--- config.mk ---
export PLATFORM = sky130hd
export DESIGN_NAME = hsc_top
export DESIGN_NICKNAME = d
export VERILOG_FILES = /design/src/logic/hsc_pkg.sv /design/src/logic/hsc_cnt_if.sv /design/src/logic/hsc_top.sv /design/src/logic/hsc_pin_sync.sv
export VERILOG_INCLUDE_DIRS = /design/src /design/src/logic
export SDC_FILE = /design/constraint.sdc
export NUM_CORES = 2
export LEC_CHECK = 0
export BUFFER_PORTS_ARGS = -buffer_cell sky130_fd_sc_hd__buf_4
export CAP_MARGIN = 40
export CORE_MARGIN = 2
export CORE_UTILIZATION = 35
export DETAILED_ROUTE_END_ITERATION = 10
export REMOVE_ABC_BUFFERS = 1
export SYNTH_ARGS = -nofsm -noshare
export SYNTH_HDL_FRONTEND = slang
export SYNTH_HIERARCHICAL = 1
export SYNTH_SLANG_ARGS = --single-unit
--- constraint.sdc ---
create_clock -name core_clk -period 7.1 [get_ports core_clk]
set_input_delay 0.71 -clock core_clk [delete_from_list [all_inputs] [get_ports core_clk]]
set_output_delay 0.71 -clock core_clk [all_outputs]
set_load 0.05 [all_outputs]
--- src/logic/hsc_defs.svh ---
/*
 Constants of the pulse counter and frequency meter: register offsets,
 field positions, reset values and timing counts.
 Assumes a 20 MHz core clock and a 16-bit word-wide register port.
*/
`ifndef HSC_DEFS_SVH
`define HSC_DEFS_SVH

// Sizes
`define HSC_NCH 4
`define HSC_AW 8
`define HSC_DW 16

// Global registers
`define HSC_REG_CTRL 8'h00
`define HSC_REG_MODE 8'h01
`define HSC_REG_STAT 8'h02
`define HSC_REG_IRQ_STAT 8'h03
`define HSC_REG_IRQ_CLR 8'h04
`define HSC_REG_IRQ_EN 8'h05
`define HSC_REG_REFRESH 8'h06

// Channel blocks: 0x20 + 8*channel, field in the low three bits
`define HSC_CH_PAGE 3'h1
`define HSC_F_PRE_HI 3'h0
`define HSC_F_PRE_LO 3'h1
`define HSC_F_RLD_HI 3'h2
`define HSC_F_RLD_LO 3'h3
`define HSC_F_CUR_HI 3'h4
`define HSC_F_CUR_LO 3'h5
`define HSC_F_FRQ_HI 3'h6
`define HSC_F_FRQ_LO 3'h7

// Control register fields
`define HSC_CTRL_GATE 0
`define HSC_CTRL_RST 4
`define HSC_CTRL_CCLR 8
`define HSC_CTRL_KEEP 12
`define HSC_CTRL_TWOPH 13

// Status register fields
`define HSC_STAT_CMP 0
`define HSC_STAT_RUN 4
`define HSC_STAT_HALT 8

// Interrupt fields: compare match, then new frequency result
`define HSC_IRQ_MATCH 0
`define HSC_IRQ_FREQ 4

// Reset values
`define HSC_CTRL_RST_VAL 16'h0000
`define HSC_MODE_RST_VAL 16'h0000
`define HSC_IRQ_EN_RST_VAL 16'h0000

// Timing
`define HSC_CLK_HZ 20000000
`define HSC_WIN_MS 250
`define HSC_WIN_CYC (`HSC_CLK_HZ / 1000 * `HSC_WIN_MS)
`define HSC_HZ_SCALE (1000 / `HSC_WIN_MS)

`endif

--- src/logic/hsc_pkg.sv ---
/*
 Types shared by the pulse counter modules.
 Assumes hsc_defs.svh for all numeric constants.
*/
package hsc_pkg;
   typedef logic [31:0] hsc_val_t;
   typedef logic [15:0] hsc_half_t;
endpackage

--- src/logic/hsc_cnt_if.sv ---
/*
 Count events passed from a pin decoder to the counter core.
 Assumes both ends run on core_clk.
*/
`timescale 1ns/100ps
interface hsc_cnt_if;
   logic upPulse;
   logic dnPulse;
   modport src (output upPulse, output dnPulse);
   modport snk (input upPulse, input dnPulse);
endinterface

--- src/logic/hsc_top.sv ---
/*
 Four-channel high-speed pulse counter with compare output and
 frequency meter, reached over a word-wide register port.
 Assumes scanEnd and progLoad are one-cycle pulses from core_clk logic,
 and pulse pins are asynchronous to core_clk.
*/
// Design decisions made here: the register offsets and strobed register access.
// Operation
// - Gate low idles; counting starts after scan end
// - Reset flag reinitialises value at scan end
// - Single-phase match sets output, restarts from zero
// - Preset one is high and low words
// - Two-phase match without keep starts new cycle
// - Compare output holds until clear flag raised
// - Two-phase reload value is word pair
// - Frequency mode counts pulses over window, stores
// - Result within one window plus one scan
// - Each channel has its own result register
// - Frequency mode disables ordinary counting
// - Measure only while gate high; cycle restarts
// - Load with gate high halts until cycled
// - Refresh returns latest value within 250 ms
// - Reset reloads two-phase, clears single-phase
// - Count up when A leads B, else down
// - New preset active after old preset reached
`timescale 1ns/100ps
`include "hsc_defs.svh"
module hsc_top #(
   parameter int WIN_CYC = `HSC_WIN_CYC
) (
   // Clock and reset
   input wire logic core_clk,
   input wire logic resetn,
   // Scan sequencing
   input wire logic scanEnd,
   input wire logic progLoad,
   // Pulse pins
   input wire logic phaseAIn,
   input wire logic phaseBIn,
   input wire logic pulseCh2In,
   input wire logic pulseCh3In,
   input wire logic pulseCh4In,
   // Register port
   input wire logic [`HSC_AW-1:0] regAddr,
   input wire logic [`HSC_DW-1:0] regWrData,
   input wire logic regWr,
   input wire logic regRd,
   output logic [`HSC_DW-1:0] regRdData,
   // Outputs
   output logic [`HSC_NCH-1:0] compareOut,
   output logic irq
);
   localparam int NCH = `HSC_NCH;
   localparam int WW = $clog2(WIN_CYC);

   // Global registers
   logic [15:0] ctrl_ff;
   logic [15:0] mode_ff;
   logic [15:0] irqEn_ff;
   logic [15:0] irqStat_ff;
   logic [15:0] rdData_ff;

   // Per-channel views for status and readback
   logic [NCH-1:0] run;
   logic [NCH-1:0] halt;
   logic [NCH-1:0] match;
   logic [NCH-1:0] publish;
   logic [NCH-1:0] cmpOut;
   hsc_pkg::hsc_val_t presetV [NCH];
   hsc_pkg::hsc_val_t reloadV [NCH];
   hsc_pkg::hsc_val_t curV [NCH];
   hsc_pkg::hsc_val_t freqV [NCH];

   // Address decode
   logic chPage;
   logic [1:0] chSel;
   logic [2:0] field;
   logic [15:0] irqEvents;
   logic [15:0] irqClr;

   assign chPage = (regAddr[7:5] == `HSC_CH_PAGE);
   assign chSel = regAddr[4:3];
   assign field = regAddr[2:0];

   // Control flags written by the scan program
   always_ff @(posedge core_clk or negedge resetn) begin
      if (!resetn) begin
         ctrl_ff <= `HSC_CTRL_RST_VAL;
      end else if (regWr && regAddr == `HSC_REG_CTRL) begin
         ctrl_ff <= regWrData;
      end
   end

   // Frequency mode per channel
   always_ff @(posedge core_clk or negedge resetn) begin
      if (!resetn) begin
         mode_ff <= `HSC_MODE_RST_VAL;
      end else if (regWr && regAddr == `HSC_REG_MODE) begin
         mode_ff <= regWrData;
      end
   end

   // Interrupt enable
   always_ff @(posedge core_clk or negedge resetn) begin
      if (!resetn) begin
         irqEn_ff <= `HSC_IRQ_EN_RST_VAL;
      end else if (regWr && regAddr == `HSC_REG_IRQ_EN) begin
         irqEn_ff <= regWrData;
      end
   end

   // Sticky status; a new event beats a clear in the same cycle
   assign irqClr = (regWr && regAddr == `HSC_REG_IRQ_CLR) ? regWrData : 16'h0000;
   assign irqEvents = {8'h00, publish, match};

   always_ff @(posedge core_clk or negedge resetn) begin
      if (!resetn) begin
         irqStat_ff <= 16'h0000;
      end else begin
         irqStat_ff <= (irqStat_ff & ~irqClr) | irqEvents;
      end
   end

   assign irq = |(irqStat_ff & irqEn_ff);

   // Channel logic
   genvar g;
   generate
      for (g = 0; g < NCH; g++) begin : gCh
         hsc_cnt_if cntIf ();
         hsc_pkg::hsc_val_t preset_ff;
         hsc_pkg::hsc_val_t reload_ff;
         hsc_pkg::hsc_val_t active_ff;
         hsc_pkg::hsc_val_t cur_ff;
         hsc_pkg::hsc_val_t nxt_cur;
         hsc_pkg::hsc_val_t restartVal;
         hsc_pkg::hsc_val_t fcnt_ff;
         hsc_pkg::hsc_val_t pend_ff;
         hsc_pkg::hsc_val_t freq_ff;
         logic [WW-1:0] win_ff;
         logic run_ff;
         logic halt_ff;
         logic cmp_ff;
         logic pendValid_ff;
         logic gateFlag;
         logic rstFlag;
         logic clrFlag;
         logic freqMode;
         logic twoPh;
         logic keep;
         logic step;
         logic counting;
         logic measuring;
         logic winEnd;
         logic refresh;
         logic wrCh;
         logic pinA;
         logic pinB;

         // Channel one alone has a phase A pin
         if (g == 0) begin : gPinOne
            assign pinA = phaseAIn;
            assign pinB = phaseBIn;
         end else if (g == 1) begin : gPinTwo
            assign pinA = 1'b0;
            assign pinB = pulseCh2In;
         end else if (g == 2) begin : gPinThree
            assign pinA = 1'b0;
            assign pinB = pulseCh3In;
         end else begin : gPinFour
            assign pinA = 1'b0;
            assign pinB = pulseCh4In;
         end

         assign gateFlag = ctrl_ff[`HSC_CTRL_GATE + g];
         assign rstFlag = ctrl_ff[`HSC_CTRL_RST + g];
         assign clrFlag = ctrl_ff[`HSC_CTRL_CCLR + g];
         assign freqMode = mode_ff[g];
         assign twoPh = (g == 0) && ctrl_ff[`HSC_CTRL_TWOPH] && !freqMode;
         assign keep = ctrl_ff[`HSC_CTRL_KEEP];
         assign wrCh = regWr && chPage && (chSel == 2'(g));
         assign refresh = regWr && (regAddr == `HSC_REG_REFRESH) && regWrData[g];

         hsc_pin_sync uSync (
            .core_clk(core_clk),
            .resetn(resetn),
            .phaseAIn(pinA),
            .phaseBIn(pinB),
            .twoPhase(twoPh),
            .evt(cntIf.src)
         );

         assign step = cntIf.upPulse | cntIf.dnPulse;
         assign counting = run_ff && !freqMode;
         assign measuring = run_ff && freqMode;
         assign nxt_cur = cntIf.upPulse ? cur_ff + 32'h1 : cur_ff - 32'h1;
         assign restartVal = twoPh ? reload_ff : 32'h0;
         assign match[g] = counting && step && (nxt_cur == active_ff);

         // Preset and reload as high and low word pairs
         always_ff @(posedge core_clk or negedge resetn) begin
            if (!resetn) begin
               preset_ff <= 32'h0;
               reload_ff <= 32'h0;
            end else if (wrCh) begin
               if (field == `HSC_F_PRE_HI) preset_ff[31:16] <= regWrData;
               if (field == `HSC_F_PRE_LO) preset_ff[15:0] <= regWrData;
               if (field == `HSC_F_RLD_HI) reload_ff[31:16] <= regWrData;
               if (field == `HSC_F_RLD_LO) reload_ff[15:0] <= regWrData;
            end
         end

         // Preset edits wait until the old preset is reached, a load, or a scan end with the reset flag
         always_ff @(posedge core_clk or negedge resetn) begin
            if (!resetn) begin
               active_ff <= 32'h0;
            end else if (progLoad || (scanEnd && rstFlag)) begin
               active_ff <= preset_ff;
            end else if (match[g]) begin
               active_ff <= preset_ff;
            end
         end

         // Gate sampled only at scan end; a halted channel stays idle
         always_ff @(posedge core_clk or negedge resetn) begin
            if (!resetn) begin
               run_ff <= 1'b0;
            end else if (progLoad) begin
               run_ff <= 1'b0;
            end else if (scanEnd) begin
               run_ff <= gateFlag && !halt_ff;
            end
         end

         // Load with gate high halts until the gate is seen low
         always_ff @(posedge core_clk or negedge resetn) begin
            if (!resetn) begin
               halt_ff <= 1'b0;
            end else if (progLoad) begin
               halt_ff <= gateFlag;
            end else if (scanEnd && !gateFlag) begin
               halt_ff <= 1'b0;
            end
         end

         // Current value: load, reset flag, match restart, then counting
         always_ff @(posedge core_clk or negedge resetn) begin
            if (!resetn) begin
               cur_ff <= 32'h0;
            end else if (progLoad) begin
               cur_ff <= restartVal;
            end else if (scanEnd && rstFlag) begin
               cur_ff <= restartVal;
            end else if (match[g] && !(twoPh && keep)) begin
               cur_ff <= restartVal;
            end else if (counting && step) begin
               cur_ff <= nxt_cur;
            end
         end

         // Compare output latches; a match wins over the clear flag
         always_ff @(posedge core_clk or negedge resetn) begin
            if (!resetn) begin
               cmp_ff <= 1'b0;
            end else if (match[g]) begin
               cmp_ff <= 1'b1;
            end else if (clrFlag) begin
               cmp_ff <= 1'b0;
            end
         end

         // Window counter restarts whenever measuring drops
         assign winEnd = measuring && (win_ff == WW'(WIN_CYC - 1));

         always_ff @(posedge core_clk or negedge resetn) begin
            if (!resetn) begin
               win_ff <= '0;
               fcnt_ff <= 32'h0;
            end else if (!measuring) begin
               win_ff <= '0;
               fcnt_ff <= 32'h0;
            end else if (winEnd) begin
               win_ff <= '0;
               fcnt_ff <= {31'h0, step};
            end else begin
               win_ff <= win_ff + WW'(1);
               fcnt_ff <= fcnt_ff + {31'h0, step};
            end
         end

         // Pulses per window scaled to hertz, held until published
         always_ff @(posedge core_clk or negedge resetn) begin
            if (!resetn) begin
               pend_ff <= 32'h0;
            end else if (winEnd) begin
               pend_ff <= 32'((fcnt_ff + {31'h0, step}) * `HSC_HZ_SCALE);
            end
         end

         // Pending flag; a window end beats the publish clear
         always_ff @(posedge core_clk or negedge resetn) begin
            if (!resetn) begin
               pendValid_ff <= 1'b0;
            end else if (winEnd) begin
               pendValid_ff <= 1'b1;
            end else if (publish[g]) begin
               pendValid_ff <= 1'b0;
            end
         end

         // Publish at the next scan end, or at once on refresh
         assign publish[g] = (scanEnd && pendValid_ff) || refresh;

         always_ff @(posedge core_clk or negedge resetn) begin
            if (!resetn) begin
               freq_ff <= 32'h0;
            end else if (publish[g]) begin
               freq_ff <= pend_ff;
            end
         end

         assign run[g] = run_ff;
         assign halt[g] = halt_ff;
         assign cmpOut[g] = cmp_ff;
         assign presetV[g] = preset_ff;
         assign reloadV[g] = reload_ff;
         assign curV[g] = cur_ff;
         assign freqV[g] = freq_ff;
      end
   endgenerate

   assign compareOut = cmpOut;

   // Read data registered, valid the cycle after the strobe only
   always_ff @(posedge core_clk or negedge resetn) begin
      if (!resetn) begin
         rdData_ff <= 16'h0000;
      end else if (!regRd) begin
         rdData_ff <= 16'h0000;
      end else if (chPage) begin
         unique case (field)
            `HSC_F_PRE_HI: rdData_ff <= presetV[chSel][31:16];
            `HSC_F_PRE_LO: rdData_ff <= presetV[chSel][15:0];
            `HSC_F_RLD_HI: rdData_ff <= reloadV[chSel][31:16];
            `HSC_F_RLD_LO: rdData_ff <= reloadV[chSel][15:0];
            `HSC_F_CUR_HI: rdData_ff <= curV[chSel][31:16];
            `HSC_F_CUR_LO: rdData_ff <= curV[chSel][15:0];
            `HSC_F_FRQ_HI: rdData_ff <= freqV[chSel][31:16];
            `HSC_F_FRQ_LO: rdData_ff <= freqV[chSel][15:0];
         endcase
      end else begin
         case (regAddr)
            `HSC_REG_CTRL: rdData_ff <= ctrl_ff;
            `HSC_REG_MODE: rdData_ff <= mode_ff;
            `HSC_REG_STAT: rdData_ff <= {4'h0, halt, run, cmpOut};
            `HSC_REG_IRQ_STAT: rdData_ff <= irqStat_ff;
            `HSC_REG_IRQ_EN: rdData_ff <= irqEn_ff;
            default: rdData_ff <= 16'h0000;
         endcase
      end
   end

   assign regRdData = rdData_ff;
endmodule

--- src/logic/hsc_pin_sync.sv ---
/*
 Pin synchroniser and edge decoder for one counter channel.
 Assumes asynchronous pins; emits one-cycle count pulses on core_clk.
*/
`timescale 1ns/100ps
module hsc_pin_sync (
   // Clock and reset
   input wire logic core_clk,
   input wire logic resetn,
   // Pins
   input wire logic phaseAIn,
   input wire logic phaseBIn,
   // Mode: quadrature when high, plain count otherwise
   input wire logic twoPhase,
   // Decoded events
   hsc_cnt_if.src evt
);
   logic [2:0] aSync_ff;
   logic [2:0] bSync_ff;
   logic aStable_ff;
   logic bStable_ff;
   logic nxt_aStable;
   logic nxt_bStable;
   logic bRise;

   // Three stages; stage one feeds only stage two
   always_ff @(posedge core_clk or negedge resetn) begin
      if (!resetn) begin
         aSync_ff <= 3'h0;
         bSync_ff <= 3'h0;
      end else begin
         aSync_ff <= {aSync_ff[1:0], phaseAIn};
         bSync_ff <= {bSync_ff[1:0], phaseBIn};
      end
   end

   // A level is accepted only once stages two and three agree
   always_comb begin
      nxt_aStable = (aSync_ff[1] == aSync_ff[2]) ? aSync_ff[2] : aStable_ff;
      nxt_bStable = (bSync_ff[1] == bSync_ff[2]) ? bSync_ff[2] : bStable_ff;
   end

   always_ff @(posedge core_clk or negedge resetn) begin
      if (!resetn) begin
         aStable_ff <= 1'b0;
         bStable_ff <= 1'b0;
      end else begin
         aStable_ff <= nxt_aStable;
         bStable_ff <= nxt_bStable;
      end
   end

   // One pulse per accepted rising edge of B
   assign bRise = nxt_bStable & ~bStable_ff;

   // A high at the B edge means A leads: count up, else down
   assign evt.upPulse = bRise & (~twoPhase | aStable_ff);
   assign evt.dnPulse = bRise & twoPhase & ~aStable_ff;
endmodule

==> impl_metrics.csv <==
group,metric,value,unit
clocking,cts_buffer_depth,3,
clocking,cts.sinks,1092,
synthesis,synth_edf_count,0,
worst_setup_path,max_stage_delay,0.73,ns
synthesis,synth_cells,5288,
synthesis,synth_area_leader_cell,"dfrtp_1",
clocking,cts-root-buf,"clkbuf_16",
worst_setup_path,crit_type,"register to register",
final_layout,syn_to_final_growth,11.7,%
floorplanning,coreArea,0.165,sq mm
global_routing,gr-total-overflow,0,
power,combPwrFrac,11.2,%
power,swShare,26.7,%
route,drt_iter0_drc,4052,
placement,io_buffers,55,
final_layout,stdcell_count,7535,
power,p_sw,0.00385,W
placement,place_congestion,0.969,
floorplanning,die_h,411,um
clocking,cts-htree-levels,3,
timing,max_freq,0.158,GHz
global_routing,track_usage,22.2,%
synthesis,synth_top_cell_area_share,47.0,%
hold_path,hold_path_class,"primary input to async pin",
timing,finalSetupTns,0,ns
worst_setup_path,start_kind,"register",
timing,relSlewSlack,27.8,%
route,vias,42600,
final_layout,nNetsFinal,5417,
floorplanning,die_area,0.169,sq mm
power,p_int,0.0106,W
timing,worst_pin_slew,1.08,ns
route,firstDrtPassIters,6,
final_layout,drive_gt1_share,20.8,%
synthesis,synth_cell_types,101,
global_routing,grt_pass1_wl,282000,um
power,p_per_area,222,mW/mm^2
worst_setup_path,required,7.73,ns
route,via_per_inst,5.65,
clocking,postCtsSetupBuffers,0,
timing,finalCritPeriodShare,89.4,%
clocking,clkTransAtPathRegs,0.06,ns
timing,clock_skew,0.0408,ns
synthesis,ys_ff_latch,1092,
clocking,numCtsBuffers,114,
route,drt_wl_total,190000,um
timing,holdWs,-0.0165,ns
clocking,holdBufCountCts,0,
floorplanning,num_rows,149,
timing,grt_setup_unrepaired,"false",
synthesis,synthArstFlopShare,100,%
placement,hpwl,141000,um
global_routing,grt_max_degree,184,
synthesis,syn_area,0.0581,sq mm
clocking,postCtsResizedCells,0,
power,power,0.0144,W
power,sequentialPowerShare,46.0,%
run_status,status,"finished with violations",
floorplanning,io_pins,56,
worst_setup_path,path_delay_family,"simple AND/OR/NAND/NOR gates",
clocking,worstSkewPairLatency,0.77,ns
synthesis,ys_top_cells_by_area,"dfrtp_1 47%, mux2_2 11%, mux4_2 5.5%",
job,drv_cap,0,
synthesis,synth-main-ff-cell,"dfrtp_1",
power,clockPowerShare,42.8,%
route,final_antenna_net_count,0,
route,drc,0,
clocking,cts_tree,"yes",
worst_setup_path,cp_max_fo,34,
placement,dp_cells,7319,
route,detail_route.wl_per_cell,25.2,um
power,p_leak,28.8,nW
synthesis,yosysWarnings,6,
floorplanning,die_w,411,um
timing,maxSlewViolCount,0,
global_routing,grt_pass1_vias,41700,
timing,fin_crit,6.35,ns
global_routing,antenna_found_initial,19,
timing,setup_violations,0,
worst_setup_path,critPathBufInv,3,
power,ir_drop,0.210,mV
worst_setup_path,worstPathCellList,"nor2b_1 > a21oi_1 > inv_1 > buf_4 > ha_1 > a21oi_1 > o21ai_0 > a2111oi_0 > nand4_1 > nor4bb_1 > o2111ai_1 > nor4_1 > nand4_1 > or2_2 > nand2_1 > buf_4 > mux2_2",
worst_setup_path,end_kind,"register",
worst_setup_path,cp_slowest_cell,"a2111oi_0",
final_layout,final_util,39.4,%
synthesis,avgSynthCellArea,11.0,sq um
timing,hold_viol_final,2,
worst_setup_path,worstPathArrival,6.97,ns
synthesis,yosysSeqAreaShare,47.0,%
floorplanning,start_util,35.2,%
run_status,failed_checks,"hold timing",
## Yosys cell counts (21+ instances only)
library cell,instances
and3_1,67
nor4_1,23
mux4_2,143
a31oi_1,21
mux2i_1,29
nor2_1,497
a22oi_1,37
dfrtp_1,1092
and4_1,23
o211ai_1,22
xnor2_1,195
nand3_1,140
ha_1,132
clkbuf_1,246
nand4_1,87
inv_1,71
nor2b_1,35
o21ai_0,275
xor2_1,202
nor3_1,64
buf_2,31
a211oi_1,34
mux2_2,558
nand2_1,469
a21oi_1,256
or3_1,21
a21o_1,42
and2_1,28
## registers in the layout, indices dropped and copies added (netlist names), 16 cells and up
| signal | flops |
|---|---|
| ctrl_ff | 16 |
| gCh.active_ff | 128 |
| gCh.cur_ff | 128 |
| gCh.fcnt_ff | 120 |
| gCh.freq_ff | 120 |
| gCh.pend_ff | 120 |
| gCh.preset_ff | 128 |
| gCh.reload_ff | 128 |
| gCh.win_ff | 92 |
| irqEn_ff | 16 |
| irqStat_ff | 16 |
| mode_ff | 16 |
| regRdData | 16 |
## cell usage in the layout (no fill, tap or decap), drive strengths merged, types with 21 or more instances in the layout
master,instances
clkbuf,171
ha,132
xnor2,195
a21o,42
nor4,24
or3,21
mux4,143
mux2,563
nand2,469
o21ai,279
xor2,202
a31oi,21
a221oi,22
a21oi,257
nor3,65
and3,67
a211oi,34
inv,76
nor2b,35
mux2i,29
nor2,497
and4,23
clkinv,24
o211ai,22
and2,30
buf,139
nand3,141
nand4,88
a22oi,37
dfrtp,1092
## worst reg2reg max path: cells and delay by family (launching register included)
family,cells,cell delay [ns]
simple gates,7,2.07
compound gates,5,1.86
buf+inv,3,0.83
flops,1,0.54
fa+ha+maj,1,0.48
mux,1,0.44
## layer usage
metal,GRT usage (%),vias up,share of wire (%)
met5,0,-,0.061
met3,4.45,385,7.4
li1,-,19100,-
met2,33.8,1498,45
met1,30.5,21600,43
met4,10.0,18,5.3
## cell families after synthesis
kind of cell | after synthesis | share of synthesized area (%)
AO/OA/AOI/OAI | 958 | 10.6
XOR/XNOR | 423 | 7.01
adder cells (fa/ha/maj) | 144 | 3.14
buffers and inverters | 377 | 2.59
flip-flops | 1092 | 47.0
multiplexers | 735 | 17.0
other | 1 | 0.00646
AND/OR/NAND/NOR | 1558 | 12.6
## power groups by stage
stage | registers, W | clock network (W) | logic [W]
final | 0.00663 | 0.00617 | 0.00161
after CTS | 0.00663 | 0.00629 | 0.00160
after global routing | 0.00664 | 0.00654 | 0.00173
after detailed placement | 0.00674 | 0 | 0.00159
after global placement | 0.00673 | 0 | 0.00158
after floorplan | 0.00665 | 0 | 0.000938
## area by class of cell
class / instances / area (sq um)
antenna: 7 / 17.5
clock buffer: 170 / 3400
clock inverter: 39 / 472
fill: 16000 / 99900
inverter: 71 / 267
multi-input combinational: 3827 / 29400
sequential: 1092 / 27300
tap: 2189 / 2740
timing repair buffer: 140 / 1250
## worst paths after layout
path,cells past startpoint,slack (ns),end,from
worst max-delay path,17,0.75,gCh[0].active_ff[12],mode_ff[0]
worst min-delay path,1,-0.02,gCh[3].cur_ff[9],resetn
worst max register to register,17,0.75,gCh[0].active_ff[12],mode_ff[0]
worst min register to register,0,0.34,gCh[3].uSync/aSync_ff[1],gCh[3].uSync/aSync_ff[0]
max in group asynchronous,3,5.26,gCh[2].pend_ff[29],resetn
min in group core_clk,1,0.06,gCh[3].uSync/bSync_ff[0],pulseCh4In
## stage by stage
stage | setup slack [ns] | hold slack, ns | area [sq um]
finish | 0.753 | -0.0165 | 64900
global route | 0.487 | 0.0406 | 64900
floorplan | 0.512 | 0.331 | 56900
detailed placement | 0.934 | 0.336 | 61000
CTS | 0.920 | 0.000173 | 64900
global placement | 0.873 | 0.333 | 60800
Note: power is estimated with default switching activity, not from simulation.
